==> src/logic/gpx_pkg.sv <==
// package for the two-port gpio block with serial pin sharing
package gpx_pkg;
  // port width and reset values
  localparam int PORT_W = 8;
  localparam logic [7:0] DATA_RST = 8'h00;
  localparam logic [7:0] DIR_RST = 8'hFF; // all inputs after reset
  localparam logic [7:0] MODE_RST = 8'h00;
  localparam logic [7:0] FSEL_RST = 8'h00; // port logic owns every pin
  localparam logic [7:0] IEN_RST = 8'h00;
  // shared pin positions on the second port
  localparam int PIN_CLK0 = 0;
  localparam int PIN_DAT1 = 1;
  localparam int PIN_SCK2 = 2;

  // protocol selection for the shared serial channel
  typedef enum logic [1:0] {
    GPX_PROTO_SPI = 2'h0,
    GPX_PROTO_TWI = 2'h1,
    GPX_PROTO_UART = 2'h3
  } gpx_proto_t;

  // per-port software configuration
  typedef struct packed {
    logic [7:0] data;   // output level
    logic [7:0] dir;    // 1 = input
    logic [7:0] mode;   // 0 = open-drain style, 1 = open-source style, when output
    logic [7:0] ien;    // pin interrupt enable
    logic [7:0] ipol;   // 1 = interrupt on high level, 0 = low level
  } gpx_cfg_t;

  // two-signal pin bundle
  typedef struct packed {
    logic [7:0] o;
    logic [7:0] oe;
  } gpx_pad_t;

  // serial unit side of the shared pins
  typedef struct packed {
    gpx_proto_t proto;
    logic spi_master;
    logic miso_o;       // slave-mode transmit data
    logic mosi_o;       // master-mode transmit data
    logic sck_o;        // master-mode clock
    logic twi_scl_low;  // 1 pulls clock low
    logic twi_sda_low;  // 1 pulls data low
    logic txd_o;
    logic rts_n;
  } gpx_ser_out_t;

  typedef struct packed {
    logic miso_i;
    logic mosi_i;
    logic sck_i;
    logic twi_scl_i;
    logic twi_sda_i;
    logic rxd_i;
  } gpx_ser_in_t;
endpackage

==> src/logic/gpx_pin.sv <==
// one port pin: pad driver style, input synchroniser and interrupt flag
`timescale 1ns/1ns
module gpx_pin (
  input wire logic clk,
  input wire logic rstn,
  input wire logic pad_i,
  input wire logic data,
  input wire logic dir_in,
  input wire logic src_style,
  input wire logic ien,
  input wire logic ipol,
  input wire logic int_clr,
  output logic pad_o,
  output logic pad_oe,
  output logic sync_o,
  output logic int_o
);
  ////////////////////////////////////////////////////////////////////////////
  logic s1_reg, s1_next;   // first stage, read only by second
  logic s2_reg, s2_next;   // safe sampled level
  logic flag_reg, flag_next; // sticky interrupt flag
  logic hit;

  // drive style: open-drain drives only low, open-source only high
  always_comb begin
    pad_o = data;
    pad_oe = 1'b0;
    if (!dir_in) begin
      pad_oe = src_style ? data : !data;
    end
  end

  // next values for the synchroniser and flag
  always_comb begin
    s1_next = pad_i;
    s2_next = s1_reg;
    hit = ien && (s2_reg == ipol);
    // a new hit in the clearing cycle wins
    flag_next = hit ? 1'b1 : (int_clr ? 1'b0 : flag_reg);
  end

  // registers
  always_ff @(posedge clk or negedge rstn) begin
    if (!rstn) begin
      s1_reg <= 1'b0;
      s2_reg <= 1'b0;
      flag_reg <= 1'b0;
    end else begin
      s1_reg <= s1_next;
      s2_reg <= s2_next;
      flag_reg <= flag_next;
    end
  end

  assign sync_o = s2_reg;
  assign int_o = flag_reg;
endmodule

==> src/logic/gpx_port.sv <==
// two 8-bit gpio ports, second port shared with a serial channel
// What this block does
// - each pin independently input or output
// - each pin can be an interrupt input
// - outputs select open-drain or open-source drive
// - second port pins 0 to 2 shared with serial channel
// - spi pin 0 input as master, output slave
// - spi pin 1 output as master, input slave
// - twowire clock pin 0, data pin 1
// - uart transmit pin 0, receive pin 1
// - uart pin 2 outputs active-low request-to-send
// - spi clock pin 2, driven only as master
`timescale 1ns/1ns
module gpx_port #(
  parameter int W = 8
) (
  input wire logic clk,
  input wire logic rstn,
  input wire gpx_pkg::gpx_cfg_t cfg_a,
  input wire gpx_pkg::gpx_cfg_t cfg_b,
  input wire logic [7:0] fsel_b,
  input wire logic [7:0] int_clr_a,
  input wire logic [7:0] int_clr_b,
  input wire logic [7:0] pad_a_i,
  input wire logic [7:0] pad_b_i,
  input wire gpx_pkg::gpx_ser_out_t ser_o,
  output gpx_pkg::gpx_ser_in_t ser_i,
  output gpx_pkg::gpx_pad_t pad_a,
  output gpx_pkg::gpx_pad_t pad_b,
  output logic [7:0] in_a,
  output logic [7:0] in_b,
  output logic [7:0] int_a,
  output logic [7:0] int_b,
  output logic irq
);
  ////////////////////////////////////////////////////////////////////////////
  // per-pin cells
  logic [7:0] gp_b_o, gp_b_oe;
  logic [7:0] pad_a_o_w, pad_a_oe_w;

  genvar g;
  generate
    for (g = 0; g < W; g++) begin : g_pin
      // first port, always port owned
      gpx_pin u_a (
        .clk(clk), .rstn(rstn), .pad_i(pad_a_i[g]),
        .data(cfg_a.data[g]), .dir_in(cfg_a.dir[g]), .src_style(cfg_a.mode[g]),
        .ien(cfg_a.ien[g]), .ipol(cfg_a.ipol[g]), .int_clr(int_clr_a[g]),
        .pad_o(pad_a_o_w[g]), .pad_oe(pad_a_oe_w[g]), .sync_o(in_a[g]), .int_o(int_a[g])
      );
      // second port, pin may be handed to the serial unit
      gpx_pin u_b (
        .clk(clk), .rstn(rstn), .pad_i(pad_b_i[g]),
        .data(cfg_b.data[g]), .dir_in(cfg_b.dir[g]), .src_style(cfg_b.mode[g]),
        .ien(cfg_b.ien[g]), .ipol(cfg_b.ipol[g]), .int_clr(int_clr_b[g]),
        .pad_o(gp_b_o[g]), .pad_oe(gp_b_oe[g]), .sync_o(in_b[g]), .int_o(int_b[g])
      );
    end
  endgenerate

  assign pad_a.o = pad_a_o_w;
  assign pad_a.oe = pad_a_oe_w;
  // one combined interrupt line
  assign irq = |{int_a, int_b};

  ////////////////////////////////////////////////////////////////////////////
  // serial function pin drive for the three shared pins
  logic [2:0] sr_o, sr_oe;
  always_comb begin
    sr_o = 3'h0;
    sr_oe = 3'h0;
    case (ser_o.proto)
      gpx_pkg::GPX_PROTO_SPI: begin
        sr_o[gpx_pkg::PIN_CLK0] = ser_o.miso_o;
        sr_oe[gpx_pkg::PIN_CLK0] = !ser_o.spi_master;
        sr_o[gpx_pkg::PIN_DAT1] = ser_o.mosi_o;
        sr_oe[gpx_pkg::PIN_DAT1] = ser_o.spi_master;
        sr_o[gpx_pkg::PIN_SCK2] = ser_o.sck_o;
        sr_oe[gpx_pkg::PIN_SCK2] = ser_o.spi_master;
      end
      gpx_pkg::GPX_PROTO_TWI: begin
        // open-drain: drive low only, the bus pull-up gives high
        sr_oe[gpx_pkg::PIN_CLK0] = ser_o.twi_scl_low;
        sr_oe[gpx_pkg::PIN_DAT1] = ser_o.twi_sda_low;
      end
      gpx_pkg::GPX_PROTO_UART: begin
        sr_o[gpx_pkg::PIN_CLK0] = ser_o.txd_o;
        sr_oe[gpx_pkg::PIN_CLK0] = 1'b1;
        sr_o[gpx_pkg::PIN_SCK2] = ser_o.rts_n;
        sr_oe[gpx_pkg::PIN_SCK2] = 1'b1;
      end
      default: begin
        sr_o = 3'h0;
        sr_oe = 3'h0;
      end
    endcase
  end

  // pin ownership mux: serial owns a pin only when selected
  always_comb begin
    pad_b.o = gp_b_o;
    pad_b.oe = gp_b_oe;
    for (int i = 0; i < 3; i++) begin
      if (fsel_b[i]) begin
        pad_b.o[i] = sr_o[i];
        pad_b.oe[i] = sr_oe[i];
      end
    end
  end

  // serial receive side reads synchronised pin levels; idle-high when not owned
  always_comb begin
    ser_i.miso_i = fsel_b[gpx_pkg::PIN_CLK0] ? in_b[gpx_pkg::PIN_CLK0] : 1'b1;
    ser_i.twi_scl_i = fsel_b[gpx_pkg::PIN_CLK0] ? in_b[gpx_pkg::PIN_CLK0] : 1'b1;
    ser_i.mosi_i = fsel_b[gpx_pkg::PIN_DAT1] ? in_b[gpx_pkg::PIN_DAT1] : 1'b1;
    ser_i.twi_sda_i = fsel_b[gpx_pkg::PIN_DAT1] ? in_b[gpx_pkg::PIN_DAT1] : 1'b1;
    ser_i.rxd_i = fsel_b[gpx_pkg::PIN_DAT1] ? in_b[gpx_pkg::PIN_DAT1] : 1'b1;
    ser_i.sck_i = fsel_b[gpx_pkg::PIN_SCK2] ? in_b[gpx_pkg::PIN_SCK2] : 1'b1;
  end
endmodule

==> config.mk <==
export PLATFORM = sky130hd
export DESIGN_NAME = gpx_port
export DESIGN_NICKNAME = d
export VERILOG_FILES = /design/src/logic/gpx_pkg.sv /design/src/logic/gpx_pin.sv /design/src/logic/gpx_port.sv
export SDC_FILE = /design/constraint.sdc
export NUM_CORES = 1
export LEC_CHECK = 0
export BUFFER_PORTS_ARGS = -buffer_cell sky130_fd_sc_hd__buf_2
export CORE_ASPECT_RATIO = 1.1
export CORE_MARGIN = 10
export CORE_UTILIZATION = 43
export CTS_BUF_LIST = sky130_fd_sc_hd__clkbuf_8
export CTS_CLUSTER_SIZE = 16
export DETAILED_ROUTE_END_ITERATION = 7
export MAX_ROUTING_LAYER = met4
export PLACE_DENSITY_LB_ADDON = 0.15
export RECOVER_POWER = 25
export SLEW_MARGIN = 30
export SYNTH_ARGS = -nofsm -noshare
export SYNTH_HDL_FRONTEND = slang
export SYNTH_SLANG_ARGS = --single-unit
==> constraint.sdc <==
create_clock -name clk -period 2 [get_ports clk]
set_input_delay 0.1 -clock clk [delete_from_list [all_inputs] [get_ports clk]]
set_output_delay 0.1 -clock clk [all_outputs]
set_load 0.01 [all_outputs]
==> out/qor.csv, run 1 <==
stage,metric,value,unit
place,port_buffers,197,
min_path,holdCritPathClass,input port to flip-flop,
power_and_ir_drop,p_comb_frac,0.236,
clock_tree,postCtsSetupRepairBufs,0,
outcome,status,finished clean,
logic_synthesis,synth_seq_cells,48,
floorplanning,chipWidth,91.9,um
sta,rsz0062_at_grt,no,
logic_synthesis,yosysSeqAreaShare,0.491,
drt,drc,0,
critical_path,start_kind,flip-flop,
clock_tree,cts_buffers,5,
clock_tree,htreeDepth,2,
critical_path,critPathRequiredTime,1.90,ns
logic_synthesis,ys_warn_count,0,
power_and_ir_drop,pwr-share-seq,0.499,
sta,fin_crit_sh,0.735,
flow_run,maxCapViolCount,0,
sta,skew,0.00929,ns
clock_tree,ctsResizeCount,0,
place,placed_cell_area,0.00307,mm^2
floorplanning,start_util,0.447,
floorplanning,rows,28,
grt,antenna_found_initial,0,
logic_synthesis,postSynthAreaPerCell,10.3,um^2
grt,grt_pass1_wl,11.6,mm
grt,track_usage,0.162,
critical_path,critPathArrivalTime,1.37,ns
floorplanning,die_h,99.1,um
logic_synthesis,netlist_instances,237,
sta,timing.setup.tns,0,ns
power_and_ir_drop,switchingPower,0.590,mW
sta,hold_violations,0,
power_and_ir_drop,power_switching_share,0.271,
power_and_ir_drop,p_int,1.59,mW
power_and_ir_drop,power.density,630,mW/mm^2
logic_synthesis,syn_area,0.00244,mm^2
clock_tree,clock_sinks,48,
power_and_ir_drop,leakagePower,1.88,nW
power_and_ir_drop,clkPwrFrac,0.265,
sta,slew_headroom,0.569,
drt,drtIter0Drc,52,
critical_path,critical_path_class,flip-flop to output pin,
place,place_ws,0.693,ns
final_layout,design_area,0.00346,mm^2
final_layout,nNetsFinal,549,
critical_path,crit_fanout,3,
grt,grt_max_degree,31,
final_layout,drive_gt1_frac,0.475,
clock_tree,cts-root-buf,clkbuf_8,
place,place_congestion,0.872,
logic_synthesis,syn_nets,374,
drt,routed_via_density,4.27,
critical_path,crit_path_end_kind,output pin,
logic_synthesis,synth_area_leaders,"dfrtp_1, buf_4, xnor2_1, xor2_1, o21ai_0",
grt,grt_pass1_vias,2425,
logic_synthesis,yosysMostFrequentCell,buf_4,
clock_tree,clk_latency,0.29,ns
final_layout,layoutNonFillerInstCount,488,
logic_synthesis,synth_top_area_share,0.491,
place,hpwl,6.07,mm
drt,routed_wl,7.29,mm
clock_tree,cts_tree,built,
final_layout,area_delta_synth_final,41.6,%
logic_synthesis,synth-edff-count,0,
drt,dr.pass1.iters,4,
sta,layout_setup_ws,0.529,ns
sta,tightest_slew,0.646,ns
sta,whs,0.00818,ns
sta,fin_crit,1.47,ns
clock_tree,clk_pin_slew,0.09,ns
sta,fmax,680,MHz
place,dp.cells,449,
drt,wl_per_cell,14.9,um
drt,vias,2085,
grt,grt.overflow.total,0,
logic_synthesis,synth_flop_cell,dfrtp_1,
floorplanning,dieArea,0.00911,mm^2
logic_synthesis,synthDistinctLibCells,22,
drt,ant_nets,0,
final_layout,diodes,0,
final_layout,finish.utilization,0.633,
clock_tree,cts_buffer_depth,2,
floorplanning,core-area,0.00547,mm^2
sta,drv_slew,0,
sta,setup_viol,0,
logic_synthesis,async_flop_share,1.00,
logic_synthesis,yosys.area.top_type,dfrtp_1,
power_and_ir_drop,total_power,2.18,mW
logic_synthesis,synth.top_cells.by_count,"buf_4, dfrtp_1, inv_1",
power_and_ir_drop,ir_worst_vdd,543,uV
floorplanning,io_pins,203,
==> final cells by class <==
class                           count  area, um^2
Clock buffer                        6        82.6
Clock inverter                      2        10.0
Fill cell                         490        2000
Inverter                           20        75.1
Multi-Input combinational cell    108         711
Sequential cell                    48        1200
Tap cell                           75        93.8
Timing Repair Buffer              229        1290
==> routing by layer <==
layer  wire length (um)  vias up  global-route usage
met1               2720      926               0.157
met3                668        9              0.0653
met5                  0        -                   -
met4                104        0              0.0356
li1                   -     1032                   -
met2               3800      118               0.294
==> logic make-up after synthesis <==
group,synth area share
AOI/OAI and AO/OA,0.0604
buffers and inverters,0.218
muxes,0.0123
and+or+nand+nor,0.0778
xor gates and xnor gates,0.115
adders and majority gates,0.0256
DFF,0.491
==> timing repair <==
action,in CTS,in global routing
setup endpoints to repair,0,0
hold buffers,31,0
hold endpoints to repair,59,0
==> power by group through the flow <==
stage | Sequential, mW | Clock (mW) | Combinational, mW
2_1_floorplan | 1.10 | 0 | 0.315
6_report | 1.09 | 0.577 | 0.515
3_5_place_dp | 1.11 | 0 | 0.478
4_1_cts | 1.09 | 0.600 | 0.528
3_3_place_gp | 1.10 | 0 | 0.471
5_1_grt | 1.10 | 0.651 | 0.578
==> worst max-delay path: stages, from the launching register on <==
cell and delay [ns]:
dfrtp_1 0.41, nor4_1 0.36, nand4_1 0.14, buf_2 0.18
==> worst paths after layout <==
check                                      end                 from  slack, ns  cells after the start
max                                        irq   g_pin[6].u_b.int_o       0.53                      3
min                         g_pin[0].u_b.int_o         int_clr_b[0]      0.008                      2
max reg2reg                 g_pin[2].u_b.int_o  g_pin[2].u_b.sync_o       1.15                      3
min reg2reg                g_pin[3].u_b.sync_o  g_pin[3].u_b.s1_reg       0.35                      0
max in group asynchronous  g_pin[4].u_b.s1_reg                 rstn       0.93                      3
min in group asynchronous   g_pin[3].u_b.int_o                 rstn       0.36                      2
==> cells in the final DEF, fill, tap and decap left out <==
cell,count
mux2_4,2
xnor2_1,16
ha_1,5
nand4_1,1
buf_4,1
o21ai_0,17
xor2_1,16
inv_1,20
a21oi_1,1
a221oi_1,1
nor2_1,16
nand2b_1,4
nand2_1,17
nand3_1,1
clkbuf_8,6
o31ai_1,1
a22oi_1,2
clkinv_2,2
buf_2,184
o32ai_1,1
clkbuf_1,13
dfrtp_1,48
dlygate4sd3_1,31
nor4_1,4
a22o_2,1
a21o_1,1
nor3_1,1
(Power assumes the default switching activity.)
==> run 2, diff against run 1 <==
--- a/config.mk
+++ b/config.mk
@@ -5,10 +5,11 @@
 export SDC_FILE = /design/constraint.sdc
 export NUM_CORES = 1
 export LEC_CHECK = 0
+export ABC_AREA = 1
 export BUFFER_PORTS_ARGS = -buffer_cell sky130_fd_sc_hd__buf_2
 export CORE_ASPECT_RATIO = 1.1
 export CORE_MARGIN = 10
-export CORE_UTILIZATION = 43
+export CORE_UTILIZATION = 41
 export CTS_BUF_LIST = sky130_fd_sc_hd__clkbuf_8
 export CTS_CLUSTER_SIZE = 16
 export DETAILED_ROUTE_END_ITERATION = 7
==> constraint.sdc (replaced) <==
create_clock -name clk -period 1.4 [get_ports clk]
set_input_delay 0.07 -clock clk [delete_from_list [all_inputs] [get_ports clk]]
set_output_delay 0.07 -clock clk [all_outputs]
set_load 0.01 [all_outputs]
==> out/qor.csv, run 2 <==
stage,metric,value,unit,change
outcome,status,finished clean,,
logic_synthesis,synth_flop_cell,dfrtp_1,,
power_and_ir_drop,p_int,2.25,mW,+42%
sta,hold_violations,0,,unchanged
drt,routed_via_density,4.21,,-1.4%
floorplanning,start_util,0.423,,-0.0243
sta,setup_viol,0,,unchanged
critical_path,critPathArrivalTime,1.21,ns,-0.16 ns
drt,dr.pass1.iters,4,,unchanged
sta,slew_headroom,0.834,,+0.264
final_layout,layoutNonFillerInstCount,580,,+19%
grt,grt.overflow.total,0,,unchanged
final_layout,layout_commonest_cell,buf_2,,
sta,fin_crit_sh,0.914,,
floorplanning,chipWidth,96.2,um,+4.7%
grt,antenna_found_initial,0,,unchanged
logic_synthesis,synth_area_leaders,"dfrtp_1, buf_4, nand2_1, inv_1, xor2_1",,
logic_synthesis,synth-edff-count,0,,unchanged
min_path,holdCritPathClass,input port to flip-flop,,
place,port_buffers,197,,unchanged
logic_synthesis,async_flop_share,1.00,,unchanged
sta,timing.setup.tns,0,ns,unchanged
power_and_ir_drop,pwr-share-seq,0.495,,-0.004
clock_tree,htreeDepth,2,,unchanged
clock_tree,cts_buffer_depth,2,,unchanged
logic_synthesis,synth_top_area_share,0.458,,-0.0328
clock_tree,postCtsSetupRepairBufs,0,,unchanged
final_layout,design_area,0.00368,mm^2,+6.3%
final_layout,diodes,0,,unchanged
logic_synthesis,postSynthAreaPerCell,8.14,um^2,-21%
place,hpwl,6.53,mm,+7.5%
critical_path,crit_fanout,3,,unchanged
sta,tightest_slew,0.249,ns,-0.396 ns
floorplanning,io_pins,203,,unchanged
power_and_ir_drop,p_comb_frac,0.235,,about the same
sta,fin_crit,1.28,ns,
final_layout,nNetsFinal,636,,+16%
power_and_ir_drop,ir_worst_vdd,644,uV,+19%
floorplanning,die_h,104,um,+4.8%
logic_synthesis,yosysSeqAreaShare,0.458,,-0.0328
power_and_ir_drop,clkPwrFrac,0.270,,+0.005
critical_path,critPathSlowestCell,dfrtp_1,,
critical_path,critical_path_class,flip-flop to output pin,,
final_layout,final_cell_mix,"buf_2, nand2_1, inv_1, dfrtp_1, dlygate4sd3_1",,
logic_synthesis,syn_area,0.00262,mm^2,+7.2%
critical_path,critPathRequiredTime,1.33,ns,-0.57 ns
drt,drc,0,,unchanged
power_and_ir_drop,power_switching_share,0.276,,+0.00586
logic_synthesis,ys_warn_count,0,,unchanged
critical_path,path_cells,"nor2_1, nand2_1, nor2_1, nand2_1, buf_2",,
critical_path,max_stage_delay,0.41,ns,about the same
drt,ant_nets,0,,unchanged
power_and_ir_drop,leakagePower,2.18,nW,+16%
logic_synthesis,synth.top_cells.by_count,"nand2_1, buf_4, inv_1",,
final_layout,area_delta_synth_final,40.4,%,
logic_synthesis,synth_seq_cells,48,,unchanged
clock_tree,cts_tree,built,,
drt,drtIter0Drc,34,,-35%
flow_run,maxCapViolCount,0,,unchanged
sta,drv_slew,0,,unchanged
grt,grt_pass1_wl,11.8,mm,+2.2%
logic_synthesis,yosys.area.top_type,dfrtp_1,,
logic_synthesis,synthDistinctLibCells,11,,-50%
clock_tree,clk_latency,0.29,ns,about the same
clock_tree,ctsResizeCount,0,,unchanged
grt,grt_pass1_vias,2573,,+6.1%
drt,vias,2443,,+17%
place,place_congestion,0.904,,+3.7%
sta,skew,0.00689,ns,-0.00240 ns
power_and_ir_drop,switchingPower,0.860,mW,+46%
critical_path,crit_path_end_kind,output pin,,
grt,grt_max_degree,49,,+58%
logic_synthesis,syn_nets,459,,+23%
grt,track_usage,0.150,,-0.0115
logic_synthesis,yosysMostFrequentCell,nand2_1,,
final_layout,drive_gt1_frac,0.386,,-0.0886
floorplanning,rows,30,,+7.1%
drt,routed_wl,7.72,mm,+5.9%
clock_tree,clock_sinks,48,,unchanged
sta,rsz0062_at_grt,no,,
sta,fmax,781,MHz,
clock_tree,cts-root-buf,clkbuf_8,,
clock_tree,cts_buffers,5,,unchanged
floorplanning,core-area,0.00619,mm^2,+13%
power_and_ir_drop,total_power,3.11,mW,+43%
critical_path,start_kind,flip-flop,,
clock_tree,clk_pin_slew,0.09,ns,about the same
place,dp.cells,539,,+20%
drt,wl_per_cell,13.3,um,-11%
clock_tree,hold_buffers,33,,+6.5%
power_and_ir_drop,power.density,846,mW/mm^2,+34%
place,placed_cell_area,0.00327,mm^2,+6.3%
logic_synthesis,netlist_instances,322,,+36%
floorplanning,dieArea,0.00999,mm^2,+9.7%
run 2: changes by cell type in the layout (fill, tap and decap cells not counted), sizes merged, moves of 2 or more:
| cell | change |
|---|---|
| a22oi | -2 |
| clkinv | -2 |
| clkinvlp | +2 |
| dlygate4sd3 | +2 |
| inv | +41 |
| mux2 | -2 |
| nand2 | +47 |
| nand2b | -4 |
| nand3 | +20 |
| nor2 | +12 |
| nor4 | -4 |
| o21ai | +3 |
| xnor2 | -16 |
| xor2 | -3 |
run 2: cell type report:
| class | instances | area (um^2) |
|---|---|---|
| Timing Repair Buffer | 231 | 1320 |
| Clock inverter | 2 | 15.0 |
| Clock buffer | 6 | 82.6 |
| Inverter | 61 | 229 |
| Sequential cell | 48 | 1200 |
| Fill cell | 599 | 2510 |
| Multi-Input combinational cell | 152 | 732 |
| Tap cell | 80 | 100 |
run 2: worst max-delay path, delay by kind of cell, from the launching register on:
| family | cells | cell delay, ns |
|---|---|---|
| buf+inv | 1 | 0.14 |
| simple gates | 4 | 0.37 |
| flops | 1 | 0.41 |
run 2: per-stage QoR:
stage	setup slack, ns	utilization	hold WS [ns]
finish	0.120	0.594	0.0128
global route	0.000472	0.594	0.0116
CTS	0.0537	0.597	0.00295
detailed placement	0.350	0.528	0.0738
global placement	0.373	0.528	0.0713
floorplan	0.624	-	-0.226
run 2: final timing paths:
check | from | to | slack (ns) | depth (start not counted)
min in group asynchronous | rstn | g_pin[6].u_b.s1_reg | 0.27 | 3
max | g_pin[1].u_b.int_o | irq | 0.12 | 5
max in group asynchronous | rstn | g_pin[2].u_b.sync_o | 0.90 | 3
max reg2reg | g_pin[0].u_b.sync_o | g_pin[0].u_b.int_o | 0.60 | 4
min | cfg_a[12] | g_pin[4].u_a.int_o | 0.01 | 3
min reg2reg | g_pin[0].u_b.s1_reg | g_pin[0].u_b.sync_o | 0.35 | 0
run 2: cell families (layout without fill, tap and decap cells):
| family | count (synthesis) | after routing | synth area share |
|---|---|---|---|
| flops | 48 | 48 | 0.458 |
| xor+xnor | 13 | 13 | 0.0435 |
| compound gates | 21 | 21 | 0.0401 |
| simple gates | 113 | 113 | 0.172 |
| buf+inv | 122 | 300 | 0.262 |
| fa+ha+maj | 5 | 5 | 0.0239 |
run 2: power by group through the flow:
stage                     Clock, mW  Sequential [mW]  Combinational, mW
after floorplan                   0             1.56              0.432
after global placement            0             1.56              0.659
after detailed placement          0             1.57              0.673
after CTS                     0.873             1.54              0.750
after global routing          0.922             1.56              0.823
final                         0.841             1.54              0.731
run 2: routing by layer:
layer | share of wire | global-route usage | wire [um]
met1 | 0.37 | 0.155 | 2870
met2 | 0.51 | 0.271 | 3980
met3 | 0.11 | 0.0419 | 821
met4 | 0.0067 | 0.0316 | 52
met5 | 0 | - | 0
==> run 3, diff against run 2 <==
--- a/config.mk
+++ b/config.mk
@@ -5,11 +5,10 @@
 export SDC_FILE = /design/constraint.sdc
 export NUM_CORES = 1
 export LEC_CHECK = 0
-export ABC_AREA = 1
 export BUFFER_PORTS_ARGS = -buffer_cell sky130_fd_sc_hd__buf_2
 export CORE_ASPECT_RATIO = 1.1
 export CORE_MARGIN = 10
-export CORE_UTILIZATION = 41
+export CORE_UTILIZATION = 40
 export CTS_BUF_LIST = sky130_fd_sc_hd__clkbuf_8
 export CTS_CLUSTER_SIZE = 16
 export DETAILED_ROUTE_END_ITERATION = 7
==> out/qor.csv, run 3 (synthesized netlist as in run 1, its figures left out) <==
stage,metric,value,unit,change
sta,slew_headroom,0.639,,-0.195
critical_path,critical_path_class,flip-flop to flip-flop,,
floorplanning,core-area,0.00584,mm^2,-5.7%
clock_tree,htreeDepth,2,,unchanged
clock_tree,clk_pin_slew,0.08,ns,about the same
drt,vias,2147,,-12%
clock_tree,cts_tree,built,,
sta,layout_setup_ws,0.0393,ns,-0.0809 ns
grt,met3_usage,0.0572,,+0.0153
clock_tree,clock_sinks,48,,unchanged
grt,grt_use_met2,0.284,,+0.0130
floorplanning,rows,29,,-3.3%
final_layout,area_delta_synth_final,50.8,%,
drt,routed_wl,7.37,mm,-4.5%
outcome,failed_checks,hold timing,,
flow_run,maxCapViolCount,0,,unchanged
critical_path,crit_fanout,2,,-1
sta,whs,-0.0226,ns,-0.0354 ns
drt,routed_via_density,4.23,,+0.34%
power_and_ir_drop,total_power,3.21,mW,+3.0%
grt,grt_pass1_vias,2480,,-3.6%
power_and_ir_drop,power.density,869,mW/mm^2,+2.8%
place,place_congestion,0.916,,+1.3%
place,placed_cell_area,0.00310,mm^2,-5.2%
drt,drtIter0Drc,88,,+160%
grt,busiest_layer,met2,,
grt,grtUsageMet1,0.154,,-0.000397
critical_path,critPathRequiredTime,1.57,ns,+0.24 ns
floorplanning,die_h,102,um,-1.8%
sta,rsz0062_at_grt,yes,,
clock_tree,cts-root-buf,clkbuf_8,,
min_path,holdCritPathClass,input port to flip-flop,,
grt,grt_max_degree,24,,-51%
power_and_ir_drop,leakagePower,1.98,nW,-9.1%
sta,fmax,735,MHz,-5.9%
final_layout,final_cell_mix,"buf_2, dfrtp_1, dlygate4sd3_1, inv_1, nand2_1",,
sta,drv_slew,0,,unchanged
final_layout,nNetsFinal,567,,-11%
critical_path,rr_startpoint,g_pin[3].u_a.sync_o,,
clock_tree,cts_buffer_depth,2,,unchanged
critical_path,critPathArrivalTime,1.53,ns,+0.32 ns
grt,antenna_found_initial,0,,unchanged
clock_tree,clk_latency,0.29,ns,about the same
final_layout,layout_commonest_cell,buf_2,,
sta,timing.setup.tns,0,ns,unchanged
sta,setup_viol,0,,unchanged
floorplanning,chipWidth,94.5,um,-1.7%
critical_path,start_kind,flip-flop,,
final_layout,design_area,0.00369,mm^2,+0.20%
sta,fin_crit_sh,0.972,,+0.0578
final_layout,drive_gt1_frac,0.469,,+0.0827
drt,wl_per_cell,14.5,um,+9.0%
power_and_ir_drop,ir_worst_vdd,607,uV,-5.8%
final_layout,diodes,0,,unchanged
sta,fin_crit,1.36,ns,+0.0809 ns
critical_path,crit_start,g_pin[3].u_a.sync_o,,
outcome,status,"finished, violations left",,
grt,track_usage,0.155,,+0.00458
sta,skew,0.00469,ns,-0.00220 ns
floorplanning,dieArea,0.00964,mm^2,-3.5%
place,port_buffers,197,,unchanged
place,place_ws,0.184,ns,-0.165 ns
floorplanning,io_pins,203,,unchanged
floorplanning,start_util,0.419,,-0.00453
drt,dr.pass1.iters,4,,unchanged
grt,grt_pass1_wl,11.6,mm,-2.4%
min_path,hp-start,cfg_a[13],,
sta,hold_violations,1,,+1
critical_path,crit_path_end_kind,flip-flop,,
sta,tightest_slew,0.542,ns,+0.293 ns
drt,ant_nets,0,,unchanged
drt,drc,0,,unchanged
grt,grt.overflow.total,0,,unchanged
clock_tree,cts_buffers,5,,unchanged
place,hpwl,6.10,mm,-6.5%
==> run 3: metal layers <==
metal | vias up | share of wire
li1 | 1072 | -
met1 | 956 | 0.37
met2 | 113 | 0.54
met3 | 6 | 0.092
met4 | 0 | 0.0072
met5 | - | 0
==> run 3: power by group <==
part | switching, mW | internal (mW)
clock | 0.417 | 0.388
sequential | 0.0822 | 1.49
combinational | 0.363 | 0.467
==> run 3: area by class of cell <==
cell class | count | area, um^2
Tap cell | 77 | 96.3
Inverter | 20 | 75.1
Sequential cell | 48 | 1200
Clock inverter | 2 | 7.51
Timing Repair Buffer | 247 | 1470
Clock buffer | 6 | 82.6
Fill cell | 514 | 2150
Multi-Input combinational cell | 108 | 754
==> run 3: repair_timing <==
item,4_1_cts,5_1_grt
hold buffers,47,0
resized for setup,4,3
buffers inserted,1,2
setup endpoints to repair,1,7
pin swaps,0,4
hold endpoints to repair,53,0
==> run 3: final timing paths <==
check	end	slack (ns)	cells past startpoint
setup / recovery	g_pin[3].u_a.int_o	0.04	4
hold reg to reg	g_pin[1].u_a.sync_o	0.35	0
max in group asynchronous	g_pin[4].u_b.int_o	0.59	3
min in group asynchronous	g_pin[4].u_a.sync_o	0.30	2
setup reg to reg	g_pin[3].u_a.int_o	0.04	4
hold / removal	g_pin[5].u_a.int_o	-0.02	3
==> run 3: metrics by stage <==
stage / instances / hold WS (ns) / utilization
2_1_floorplan: 237 / -0.226 / -
3_3_place_gp: 452 / 0.0825 / 0.530
3_5_place_dp: 452 / 0.0871 / 0.530
4_1_cts: 508 / 0.00938 / 0.632
5_1_grt: 508 / 0.00128 / 0.631
6_report: 508 / -0.0226 / 0.631
==> run 3: critical path: stages (launching register included) <==
cell and delay (ns):
dfrtp_1 0.41, xnor2_1 0.13, nand2_1 0.07, o21ai_0 0.07
dlygate4sd3_1 0.56
